File: src/rtl/imr_cfg.svh
/*
  constants of the mode, rate and bit-count block: register offsets, field
  positions, reset values, divider ratios and frame length codes.
  assumes it is included by bare name from files of the imr block.
*/
`ifndef IMR_CFG_SVH
`define IMR_CFG_SVH

// ======================================================================
// register byte offsets
`define IMR_ADDR_MODE 8'h00
`define IMR_ADDR_CTRL 8'h04
`define IMR_ADDR_STAT 8'h08
`define IMR_ADDR_LSB 0
`define IMR_ADDR_MSB 7
`define IMR_HTRANS_ACT 1

// ======================================================================
// transfer mode register fields
`define IMR_MODE_RST 8'h00
`define IMR_MODE_ORDER 7
`define IMR_MODE_WAIT 6
`define IMR_MODE_CKS_HI 5
`define IMR_MODE_CKS_LO 3
`define IMR_MODE_BC_HI 2
`define IMR_MODE_BC_LO 0

// ======================================================================
// control and status register fields
`define IMR_CTRL_EN 0
`define IMR_CTRL_MST 1
`define IMR_CTRL_SYNC 2
`define IMR_CTRL_RANGE 3
`define IMR_CTRL_GO 4
`define IMR_STAT_IRQ 0
`define IMR_STAT_BUSY 1
`define IMR_STAT_WAIT 2
`define IMR_STAT_LEFT_HI 7
`define IMR_STAT_LEFT_LO 4

// ======================================================================
// full transfer clock periods in peripheral clock cycles, range 0
`define IMR_RATIO_N0 9'h01c
`define IMR_RATIO_N1 9'h028
`define IMR_RATIO_N2 9'h030
`define IMR_RATIO_N3 9'h040
`define IMR_RATIO_N4 9'h050
`define IMR_RATIO_N5 9'h064
`define IMR_RATIO_N6 9'h070
`define IMR_RATIO_N7 9'h080
// full periods, range 1
`define IMR_RATIO_W0 9'h038
`define IMR_RATIO_W1 9'h050
`define IMR_RATIO_W2 9'h060
`define IMR_RATIO_W3 9'h080
`define IMR_RATIO_W4 9'h0a0
`define IMR_RATIO_W5 9'h0c8
`define IMR_RATIO_W6 9'h0e0
`define IMR_RATIO_W7 9'h100

// ======================================================================
// frame length coding
`define IMR_BC_ZERO 3'h0
`define IMR_LEN_I2C_ZERO 4'h9
`define IMR_LEN_SYNC_ZERO 4'h8
`define IMR_LEN_I2C_OFS 4'h1
`define IMR_LEFT_ACK 4'h1

`endif

File: src/rtl/imr_pkg.sv
/*
  types of the mode, rate and bit-count block: the packed state of each
  module. assumes imr_cfg.svh holds the numbers.
*/
package imr_pkg;

  // ======================================================================
  // divider state
  typedef struct packed {
    logic [7:0] cnt;  // cycles spent in the current half period
    logic tick;       // one-cycle pulse at each half period end
  } imr_div_st_t;

  // ======================================================================
  // bit counter state
  typedef struct packed {
    logic [3:0] left; // bits still to shift in the frame
    logic done;       // pulse: last bit of the frame shifted
    logic last;       // pulse: only the acknowledge bit remains
  } imr_cnt_st_t;

  // ======================================================================
  // top level state
  typedef struct packed {
    logic rd_pend;       // read data phase pending
    logic wr_pend;       // write data phase pending
    logic [7:0] addr;    // latched address of the data phase
    logic hready;        // ready toward the bus
    logic hresp;         // response, always okay
    logic [31:0] hrdata; // read data
    logic [7:0] mode;    // transfer mode register
    logic en;            // interface enable
    logic mst;           // master operation
    logic sync_fmt;      // synchronous serial format
    logic range;         // divider range select
    logic irq;           // transfer interrupt flag
    logic busy;          // frame in progress
    logic wait_st;       // waiting before acknowledge
    logic scl_lo;        // driving the serial clock low
    logic scl_o;         // serial clock output value
    logic sda_p;         // previous data line sample
    logic scl_p;         // previous clock line sample
  } imr_top_st_t;

endpackage

File: src/rtl/imr_clk_div.sv
/*
  transfer clock divider: emits a pulse at every half period of the
  selected division ratio.
  assumes en is a registered level and the select is stable while en is high.
*/
`timescale 1ns/100ps
`include "imr_cfg.svh"

module imr_clk_div (
  // clock and reset
  input wire logic clk,
  input wire logic rstn,
  // control
  input wire logic en,
  input wire logic range,
  input wire logic [2:0] sel,
  // half period pulse
  output logic tick
);

  // ======================================================================
  // ratio table
  // full period for a select code and range
  function automatic logic [8:0] ratio_of(input logic rng, input logic [2:0] s);
    logic [8:0] r;
    r = `IMR_RATIO_N0;
    unique case ({rng, s})
      4'h0: r = `IMR_RATIO_N0;
      4'h1: r = `IMR_RATIO_N1;
      4'h2: r = `IMR_RATIO_N2;
      4'h3: r = `IMR_RATIO_N3;
      4'h4: r = `IMR_RATIO_N4;
      4'h5: r = `IMR_RATIO_N5;
      4'h6: r = `IMR_RATIO_N6;
      4'h7: r = `IMR_RATIO_N7;
      4'h8: r = `IMR_RATIO_W0;
      4'h9: r = `IMR_RATIO_W1;
      4'ha: r = `IMR_RATIO_W2;
      4'hb: r = `IMR_RATIO_W3;
      4'hc: r = `IMR_RATIO_W4;
      4'hd: r = `IMR_RATIO_W5;
      4'he: r = `IMR_RATIO_W6;
      4'hf: r = `IMR_RATIO_W7;
    endcase
    return r;
  endfunction

  imr_pkg::imr_div_st_t st_q;
  imr_pkg::imr_div_st_t st_d;
  logic [7:0] term; // last count of a half period
  logic [8:0] full; // full period of the selected ratio

  // ======================================================================
  // next state: two half periods make one full ratio
  always_comb begin
    st_d = st_q;
    full = ratio_of(range, sel);
    term = full[8:1] - 8'h01;
    st_d.tick = 1'b0;
    if (!en) begin
      st_d.cnt = 8'h00; // idle divider restarts from zero
    end else if (st_q.cnt == term) begin
      st_d.cnt = 8'h00;
      st_d.tick = 1'b1;
    end else begin
      st_d.cnt = st_q.cnt + 8'h01;
    end
  end

  // state register
  always_ff @(posedge clk or negedge rstn) begin
    if (!rstn) begin
      st_q <= '0;
    end else begin
      st_q <= st_d;
    end
  end

  assign tick = st_q.tick;

endmodule // imr_clk_div

File: src/rtl/imr_bit_cnt.sv
/*
  frame bit counter: loads a frame length, counts shifted bits down and
  pulses when only the acknowledge bit remains and when the frame ends.
  assumes step is a one-cycle pulse per serial clock fall.
*/
`timescale 1ns/100ps
`include "imr_cfg.svh"

module imr_bit_cnt (
  // clock and reset
  input wire logic clk,
  input wire logic rstn,
  // control
  input wire logic clr,
  input wire logic load,
  input wire logic [3:0] len,
  input wire logic step,
  // state
  output logic [3:0] left,
  output logic done,
  output logic last
);

  imr_pkg::imr_cnt_st_t st_q;
  imr_pkg::imr_cnt_st_t st_d;

  // ======================================================================
  // next state: load wins over clear so an enabling start is kept
  always_comb begin
    st_d = st_q;
    st_d.done = 1'b0;
    st_d.last = 1'b0;
    if (load) begin
      st_d.left = len;
    end else if (clr) begin
      st_d.left = 4'h0;
    end else if (step && st_q.left != 4'h0) begin
      st_d.left = st_q.left - 4'h1;
      st_d.done = (st_q.left == `IMR_LEFT_ACK);
      st_d.last = (st_q.left == `IMR_LEFT_ACK + 4'h1);
    end
  end

  // state register
  always_ff @(posedge clk or negedge rstn) begin
    if (!rstn) begin
      st_q <= '0;
    end else begin
      st_q <= st_d;
    end
  end

  assign left = st_q.left;
  assign done = st_q.done;
  assign last = st_q.last;

endmodule // imr_bit_cnt

File: src/rtl/imr_mode_rate_bitcount.sv
/*
  mode, rate and bit-count part of a two-wire serial interface, with an
  ahb-lite register slave, serial clock generation and frame counting.
  assumes serial line inputs are synchronous to clk and the shifter outside
  uses bit_order_lsb.
*/
// The register offsets and the AHB-Lite register port were chosen for this implementation.
//
// Behaviour
// - mode register usable only while interface enabled
// - bit 7 selects lsb or msb first
// - ack wait only for two-wire master
// - wait off: data and ack back to back
// - clearing flag releases clock for ack
// - range 0 ratios 28 to 128
// - range 1 ratios 56 to 256
// - divided clock drives line only as master
// - two-wire frames: 000 is 9, else 2-8
// - sync frames: 000 is 8, else 1-7
// - start condition forces bit counter to zero
// - counter returns to zero after frame
// - disabling clears internal transfer state
// - short frames aligned per bit order select
`timescale 1ns/100ps
`include "imr_cfg.svh"

module imr_mode_rate_bitcount (
  // clock and reset
  input wire logic clk,
  input wire logic rstn,
  // ahb-lite slave
  input wire logic hsel,
  input wire logic [31:0] haddr,
  input wire logic [1:0] htrans,
  input wire logic hwrite,
  input wire logic [2:0] hsize,
  input wire logic [31:0] hwdata,
  input wire logic hready,
  output logic hreadyout,
  output logic hresp,
  output logic [31:0] hrdata,
  // serial bus lines
  input wire logic scl_in,
  input wire logic sda_in,
  output logic scl_out,
  output logic scl_oe,
  // toward the shifter
  output logic bit_order_lsb
);

  // ======================================================================
  // decoding helpers
  // frame length for a bit-count code and format
  function automatic logic [3:0] frame_len(input logic sync, input logic [2:0] code);
    logic [3:0] l;
    l = {1'b0, code};
    if (code == `IMR_BC_ZERO) begin
      l = sync ? `IMR_LEN_SYNC_ZERO : `IMR_LEN_I2C_ZERO;
    end else if (!sync) begin
      l = {1'b0, code} + `IMR_LEN_I2C_OFS;
    end
    return l;
  endfunction

  // register targets of reads and writes, one decoder for all
  function automatic logic hit(input logic [7:0] a, input logic [7:0] ofs);
    return a == ofs;
  endfunction

  // ======================================================================
  // state and nets
  imr_pkg::imr_top_st_t st_q; // all registered state
  imr_pkg::imr_top_st_t st_d; // next state

  // bus side
  logic acc;                  // address phase taken this cycle

  // divider and counter
  logic div_en;               // divider running
  logic div_tick;             // half period pulse
  logic cnt_load;             // load frame length
  logic cnt_clr;              // clear counter
  logic cnt_step;             // one bit shifted
  logic [3:0] cnt_left;       // bits still to shift
  logic cnt_done;             // frame finished pulse
  logic cnt_last;             // only acknowledge remains pulse
  logic [3:0] len_sel;        // length of the next frame

  // line and flag events
  logic start_det;            // start condition seen on the bus
  logic scl_fall;             // falling serial clock seen
  logic wait_eff;             // acknowledge wait active in this mode
  logic irq_set;              // flag set event
  logic irq_clr;              // flag cleared by software

  // read path
  logic [31:0] rd_val;        // read value of the latched address
  logic [7:0] stat_val;       // status byte

  // ======================================================================
  // submodules
  // divider runs only for a master frame that is not waiting
  assign div_en = st_q.en & st_q.mst & st_q.busy & ~st_q.wait_st;

  imr_clk_div u_div (
    .clk(clk),
    .rstn(rstn),
    .en(div_en),
    .range(st_q.range),
    .sel(st_q.mode[`IMR_MODE_CKS_HI:`IMR_MODE_CKS_LO]),
    .tick(div_tick)
  );

  // frame counter, load wins over the disable clear
  imr_bit_cnt u_cnt (
    .clk(clk),
    .rstn(rstn),
    .clr(cnt_clr),
    .load(cnt_load),
    .len(len_sel),
    .step(cnt_step),
    .left(cnt_left),
    .done(cnt_done),
    .last(cnt_last)
  );

  // ======================================================================
  // read mux
  // status byte and register read values
  always_comb begin
    stat_val = 8'h00;
    stat_val[`IMR_STAT_IRQ] = st_q.irq;
    stat_val[`IMR_STAT_BUSY] = st_q.busy;
    stat_val[`IMR_STAT_WAIT] = st_q.wait_st;
    stat_val[`IMR_STAT_LEFT_HI:`IMR_STAT_LEFT_LO] = cnt_left;

    // unmapped offsets read zero
    rd_val = 32'h0000_0000;
    if (hit(st_q.addr, `IMR_ADDR_MODE)) begin
      // mode register reads zero while disabled
      rd_val[7:0] = st_q.en ? st_q.mode : 8'h00;
    end else if (hit(st_q.addr, `IMR_ADDR_CTRL)) begin
      rd_val[`IMR_CTRL_EN] = st_q.en;
      rd_val[`IMR_CTRL_MST] = st_q.mst;
      rd_val[`IMR_CTRL_SYNC] = st_q.sync_fmt;
      rd_val[`IMR_CTRL_RANGE] = st_q.range;
    end else if (hit(st_q.addr, `IMR_ADDR_STAT)) begin
      rd_val[7:0] = stat_val;
    end
  end

  // ======================================================================
  // bus line observation
  // start: data falls while clock stays high
  assign start_det = scl_in & st_q.scl_p & st_q.sda_p & ~sda_in;

  // clock fall driven by another master, used in slave operation
  assign scl_fall = st_q.scl_p & ~scl_in;

  // wait applies only to a two-wire format master
  assign wait_eff = st_q.mode[`IMR_MODE_WAIT] & st_q.mst & ~st_q.sync_fmt;

  // length from the programmed code and the format
  assign len_sel = frame_len(st_q.sync_fmt, st_q.mode[`IMR_MODE_BC_HI:`IMR_MODE_BC_LO]);

  // internal state held clear while the interface is off
  assign cnt_clr = ~st_q.en;

  // ======================================================================
  // next state
  always_comb begin
    st_d = st_q;
    acc = hsel & htrans[`IMR_HTRANS_ACT] & hready;
    irq_set = 1'b0;
    irq_clr = 1'b0;
    cnt_load = 1'b0;
    cnt_step = 1'b0;

    // constant response and open-drain value
    st_d.hresp = 1'b0;
    st_d.scl_o = 1'b0;
    st_d.sda_p = sda_in;
    st_d.scl_p = scl_in;

    // address phase: latch target, reads take one wait cycle
    st_d.wr_pend = acc & hwrite;
    st_d.rd_pend = acc & ~hwrite;
    st_d.hready = ~(acc & ~hwrite);
    if (acc) begin
      st_d.addr = haddr[`IMR_ADDR_MSB:`IMR_ADDR_LSB];
    end

    // read data phase: capture value after any earlier write landed
    if (st_q.rd_pend) begin
      st_d.hrdata = rd_val;
    end

    // frame progress: master steps on its own clock fall, slave on the line
    if (st_q.busy) begin
      if (st_q.mst) begin
        cnt_step = div_tick & ~st_q.scl_lo;
      end else begin
        cnt_step = scl_fall;
      end

      if (div_tick) begin
        st_d.scl_lo = ~st_q.scl_lo;
      end
    end

    // only ack left: either wait with clock low or run straight on
    if (cnt_last && wait_eff) begin
      st_d.wait_st = 1'b1;
      irq_set = 1'b1;
    end

    // frame end: flag, idle and counter field back to zero
    if (cnt_done) begin
      st_d.busy = 1'b0;
      irq_set = 1'b1;
      st_d.mode[`IMR_MODE_BC_HI:`IMR_MODE_BC_LO] = `IMR_BC_ZERO;
    end

    // cleared flag ends the wait, divider then releases the clock
    if (st_q.wait_st && !st_q.irq) begin
      st_d.wait_st = 1'b0;
    end

    // register writes
    if (st_q.wr_pend) begin
      if (hit(st_q.addr, `IMR_ADDR_MODE) && st_q.en) begin
        st_d.mode = hwdata[7:0];
      end else if (hit(st_q.addr, `IMR_ADDR_CTRL)) begin
        st_d.en = hwdata[`IMR_CTRL_EN];
        st_d.mst = hwdata[`IMR_CTRL_MST];
        st_d.sync_fmt = hwdata[`IMR_CTRL_SYNC];
        st_d.range = hwdata[`IMR_CTRL_RANGE];

        // go: start a frame if enabled and idle
        if (hwdata[`IMR_CTRL_GO] && hwdata[`IMR_CTRL_EN] && !st_q.busy) begin
          cnt_load = 1'b1;
          st_d.busy = 1'b1;
          st_d.scl_lo = hwdata[`IMR_CTRL_MST];
        end
      end else if (hit(st_q.addr, `IMR_ADDR_STAT)) begin
        irq_clr = ~hwdata[`IMR_STAT_IRQ];
      end
    end

    // start condition clears the counter field over any write
    if (start_det) begin
      st_d.mode[`IMR_MODE_BC_HI:`IMR_MODE_BC_LO] = `IMR_BC_ZERO;
    end

    // flag: a set in the clearing cycle wins
    st_d.irq = irq_set | (st_q.irq & ~irq_clr);

    // disabled interface: stop and drop transfer state
    if (!st_d.en) begin
      st_d.busy = 1'b0;
      st_d.wait_st = 1'b0;
      st_d.scl_lo = 1'b0;
      st_d.irq = 1'b0;
    end

    // slave never drives the clock line
    if (!st_d.mst) begin
      st_d.scl_lo = 1'b0;
    end
  end

  // ======================================================================
  // state register
  always_ff @(posedge clk or negedge rstn) begin
    if (!rstn) begin
      st_q <= '0;
      st_q.hready <= 1'b1;
      st_q.mode <= `IMR_MODE_RST;
      // lines seen idle high, so no false start after reset
      st_q.sda_p <= 1'b1;
      st_q.scl_p <= 1'b1;
    end else begin
      st_q <= st_d;
    end
  end

  // ======================================================================
  // outputs, all from flip-flops
  assign hreadyout = st_q.hready;
  assign hresp = st_q.hresp;
  assign hrdata = st_q.hrdata;

  // open-drain clock: value low, enable pulls
  assign scl_out = st_q.scl_o;
  assign scl_oe = st_q.scl_lo;

  // shifter takes order and alignment from this bit
  assign bit_order_lsb = st_q.mode[`IMR_MODE_ORDER];

endmodule // imr_mode_rate_bitcount

File: config.mk
export PLATFORM = sky130hd
export DESIGN_NAME = imr_mode_rate_bitcount
export DESIGN_NICKNAME = d
export VERILOG_FILES = /design/src/rtl/imr_pkg.sv /design/src/rtl/imr_clk_div.sv /design/src/rtl/imr_bit_cnt.sv /design/src/rtl/imr_mode_rate_bitcount.sv
export VERILOG_INCLUDE_DIRS = /design/src /design/src/rtl
export SDC_FILE = /design/constraint.sdc
export NUM_CORES = 1
export LEC_CHECK = 0
export BUFFER_PORTS_ARGS = -buffer_cell sky130_fd_sc_hd__buf_2
export CELL_PAD_IN_SITES_DETAIL_PLACEMENT = 0
export CELL_PAD_IN_SITES_GLOBAL_PLACEMENT = 1
export CORE_MARGIN = 4
export CORE_UTILIZATION = 35
export CTS_CLUSTER_DIAMETER = 120
export DETAILED_ROUTE_END_ITERATION = 10
export PLACE_DENSITY_LB_ADDON = 0.1
export SLEW_MARGIN = 40
export SYNTH_ARGS = -nofsm -noshare
export SYNTH_HDL_FRONTEND = slang
export SYNTH_HIERARCHICAL = 1
export SYNTH_SLANG_ARGS = --single-unit
File: constraint.sdc
create_clock -name clk -period 3.2 [get_ports clk]
set_input_delay 0.64 -clock clk [delete_from_list [all_inputs] [get_ports clk]]
set_output_delay 0.64 -clock clk [all_outputs]
set_load 0.1 [all_outputs]
Word-level counts from Yosys, hierarchy flattened
Memory sizes are Yosys's and may differ from the RTL's. Index checks and enable logic that the tools add are counted.

$lt $le $gt $ge: 0. $add $sub $neg: 4. Reductions and logical operators: 13. Multiply operators: 0. Equal/unequal tests: 7. Div/mod/pow operators: 0. Bitwise logic cells: 26. Multiplexer cells: 50. Shift-type cells: 0.

Operator list (count): $mux 8 (5); $mux 4 (9); $mux 1 (29); $and 1x1->1 (15); $not 1->1 (10); $mux 3 (3); $add 8x1->8 const B (1); $eq 8x3->1 const B (1); $eq 8x4->1 const B (1); $eq 8x8->1 (1); $logic_not 8->1 (1); $sub 8x1->8 const B (1); $mux 7 (1); $logic_and 1x1->1 (6); $mux 6 (1); $ne 3x1->1 const B (2); $add 3x1->4 const B (1); $eq 4x1->1 const B (1); $eq 4x2->1 const B (1); $mux 2 (2); $reduce_bool 4->1 (1); $sub 4x1->4 const B (1); $logic_not 3->1 (1); $reduce_and 3->1 (1); other kinds (3) (4).

Memories: 1. Input bits: 76. Latch bits: 0. Flip-flop bits (word level): 52. Bits in read-only memories: 112. Memory bits (writable): 0.

Memory list: (no name shown) (words 16, width 7, rd ports 1, clocked after Yosys merged registers in 0, write ports 0, RTL line imr_clk_div.sv:27) `unique case ({rng, s})`.

Logic depth before layout (Yosys ltp)
Depth after elaboration: 10. Gate-level depth with buffers: 11.

Modules after synthesis
The synthesis kept the hierarchy.

By module, submodules not included: imr_mode_rate_bitcount (area an instance 2054.5 um^2, times used 1, cells each 193); imr_clk_div (area an instance 1122.3 um^2, times used 1, cells each 134); imr_bit_cnt (area an instance 349.1 um^2, times used 1, cells each 35).

Worst setup path before layout
OpenSTA, ideal clock, no wires.

Path kind: register to register. From: register st_q[14] in the netlist's numbering. To: register u_div.st_q, in the netlist u_div/tick. Setup time: 68 ps. Setup slack: 658 ps. Required time: 3132 ps. Arrival time: 2474 ps. Stages on the path, launching flop included: 11. Period minus slack after synthesis: 2542 ps. Path through: dfrtp_1 > inv_1 > ha_1 > nand2b_1 > a21o_1 > ha_1 > xor2_1 > xnor2_1 > nand4_2 > a2111oi_4 > and3_1.

RTL lines: from (decl) (RTL line imr_mode_rate_bitcount.sv:72) `imr_pkg::imr_top_st_t st_q;`; from (signal assigned) (RTL line imr_mode_rate_bitcount.sv:283) `st_q <= st_d;`; to (signal assigned) (RTL line imr_clk_div.sv:75) `st_q <= st_d;`; to (decl) (RTL line imr_clk_div.sv:48) `imr_pkg::imr_div_st_t st_q;`.

==> results.md <==
- Core area: 0.00977 sq mm
- CP Max Fanout: 8
- Initial Util: 0.361
- Sequential share of the synthesized area: 0.370
- # diodes: 0
- Routed via count: ~2600
- Hold Buf Count CTS: 0
- Total leakage power: 1.76 nW
- Maxcap violations: 0
- Crit-path slowest cell: dfrtp_1
- Crit path buffers/inverters: 2
- Post-detailed-placement half-perimeter wirelength: 6.20 mm
- RSZ-0062 raised after global routing: false
- CTS Buf Count: 5
- Peak VDD IR: 194 uV
- Total Wirelength: 7.98 mm
- Period utilisation layout: 0.842
- FP Rows: 36
- Hold WC Path Type: in2async
- CP dominant cell by count: ha_1
- Finish-stage setup viols: 0
- Vias in the first global route: 2586
- Gr usage total: 0.143
- First-pass GRT wire length: approximately 13 mm
- Final Power: 1.67 mW
- Drt pass-1 iters: 4
- Largest net degree at the start of global routing: 37
- Period minus WS final: 2.69 ns
- IO buf count: 34
- Share of layout cells above drive strength 1: 0.235
- IO Pins: 113
- CP arrival: just under 3 ns
- Final Hold Fails: 0
- Worst-skew pair later-pin latency: 0.31 ns
- Deepest clock path buffer count: 2
- Library cells used by synthesis: 73
- TritonCTS clock tree: built
- Fin. max-slew vios: 0
- Most frequent cells in the layout: dfrtp_1 (49), buf_2 (33), conb_1 (26)
- Fin Setup TNS: 0 ns
- Placer Congestion: 0.791
- Post-synth EDFFs: 0
- Cell area after placement: between 0.003 and 0.004 sq mm
- Worst path cell trace: inv_1 > ha_1 > nand2_1 > o21ai_0 > a2bb2oi_1 > ha_1 > xor2_1 > xnor2_1 > nand4_2 > a2111oi_4 > buf_4 > and3_1
- Residual DRC count: 0
- Root buffer selected by CTS: clkbuf_8
- CP Capture Type: flop
- Nets: 480
- Finished Cell Area: 0.00379 sq mm
- Reg2reg setup slack: 0.51 ns
- Area Overhead vs Synth: 7.56%
- Register bit total from synthesis: 52
- Slew @ Worst Pin: 0.568 ns
- DR vias/cell: a little under 5
- Resized Gates After CTS: 0
- Crit path launch type: flop
- Slowest Stage Delay on Critical Path: 0.47 ns
- Setup bufs post-CTS: 0
- Area of the mapped netlist: 0.00353 sq mm
- Detail Route Antenna Nets: 0
- Pwr Density: 441 mW/mm^2
- Worst EP required: between 3 and 4 ns
- Kind of critical path: reg2reg
- Die W: 108 um
- Syn Area/Cell: a little under 10 sq um
- Peak Freq: 0.371 GHz
- Synth Flop Type: dfrtp_1
- Cells after Synth: around 360
- Status: finished, final reports clean
- H-tree levels: 2
- Initial DRC Count: roughly 110
- WL per Instance: roughly 15 um
- Num Clock Sinks: 52
- Largest delay share family, worst path: compound AO/OA/AOI/OAI gates
- Rel. slew slack: 0.616
- Full die area: 0.0117 sq mm
- Commonest non-fill, non-tap cell in the layout: dfrtp_1
- Fraction of registers with async set or reset after synthesis: 1.00
- Die Ht: 108 um
- Clock slew seen by the registers of the worst setup and hold paths: roughly 0.1 ns
- Initial antenna violation count: 0
- Total gr overflow: 0
- Worst Clk Skew: 0.00956 ns
- Synth warn: 6
## kinds of logic (layout without fill, tap and decap cells)
logic type / after synthesis / in the layout / share of synthesized area
muxes: 25 / 25 / 0.0816
and+or+nand+nor: 113 / 113 / 0.194
DFF: 52 / 52 / 0.370
other: 1 / 26 / 0.00106
AOI/OAI and AO/OA: 71 / 71 / 0.146
buffers and inverters: 72 / 77 / 0.121
xor gates and xnor gates: 15 / 15 / 0.0394
adders and majority gates: 13 / 13 / 0.0461
## stage by stage
stage | worst slack [ns] | hold slack [ns] | utilization | std cells
floorplan | 0.658 | 0.344 | - | 387
CTS | 0.481 | 0.293 | 0.388 | 525
global placement | 0.512 | 0.490 | 0.378 | 517
global route | 0.265 | 0.312 | 0.388 | 525
detailed placement | 0.519 | 0.493 | 0.378 | 517
finish | 0.507 | 0.281 | 0.388 | 525
## flip-flops by register name, indices dropped and copies added (netlist names)
signal / count
bit_order_lsb: 1
u_cnt/left: 4
u_div/st_q: 8
hrdata: 8
hreadyout: 1
st_q: 26
u_cnt/last: 1
u_cnt/done: 1
scl_oe: 1
u_div/tick: 1
## where the power goes
part	switching, mW	internal, mW
Clock	0.245	0.161
Sequential	0.0728	0.703
Combinational	0.338	0.152
Total	0.655	1.02
## final cells by class
type,count,area (sq um)
multi-input combinational,263,1890
inverter,26,97.6
clock inverter,3,27.5
clock buffer,5,68.8
tap,133,166
sequential,52,1310
timing repair buffer,43,240
fill,1017,5980
## metal layers
layer,up-vias,wire [um],global-route usage
li1,1279,-,-
met1,1258,3700,0.188
met2,39,4010,0.252
met3,5,209,0.0203
met4,0,56,0.0271
met5,-,0,0
## cells in the mapped netlist, types with 7 or more instances
library cell   n  area share
inv_1         25       0.027
dfrtp_1       49        0.35
a21oi_1       18       0.026
buf_4         37       0.079
nand2_1       24       0.026
xnor2_1        9       0.022
nand3_1       11       0.016
a22oi_1        7       0.015
ha_1          13       0.046
mux2_2        19       0.061
nand2b_1      10       0.018
nor2_1        21       0.022
o21ai_0       10       0.014
## path summary, 6_finish.rpt
kind | start | endpoint | depth (start not counted)
worst max-delay path | st_q[14]$_DFFE_PN0P_ | u_div/tick$_DFF_PN0_ | 12
worst min-delay path | rstn | u_div/st_q[8]$_DFF_PN0_ | 1
worst max register to register | st_q[14]$_DFFE_PN0P_ | u_div/tick$_DFF_PN0_ | 12
worst min register to register | hrdata[1]$_DFFE_PN0P_ | hrdata[1]$_DFFE_PN0P_ | 2
max in group asynchronous | rstn | st_q[0]$_DFF_PN1_ | 2
min in group clk | sda_in | st_q[1]$_DFF_PN1_ | 1
Note: power is estimated with default switching activity, not from simulation.
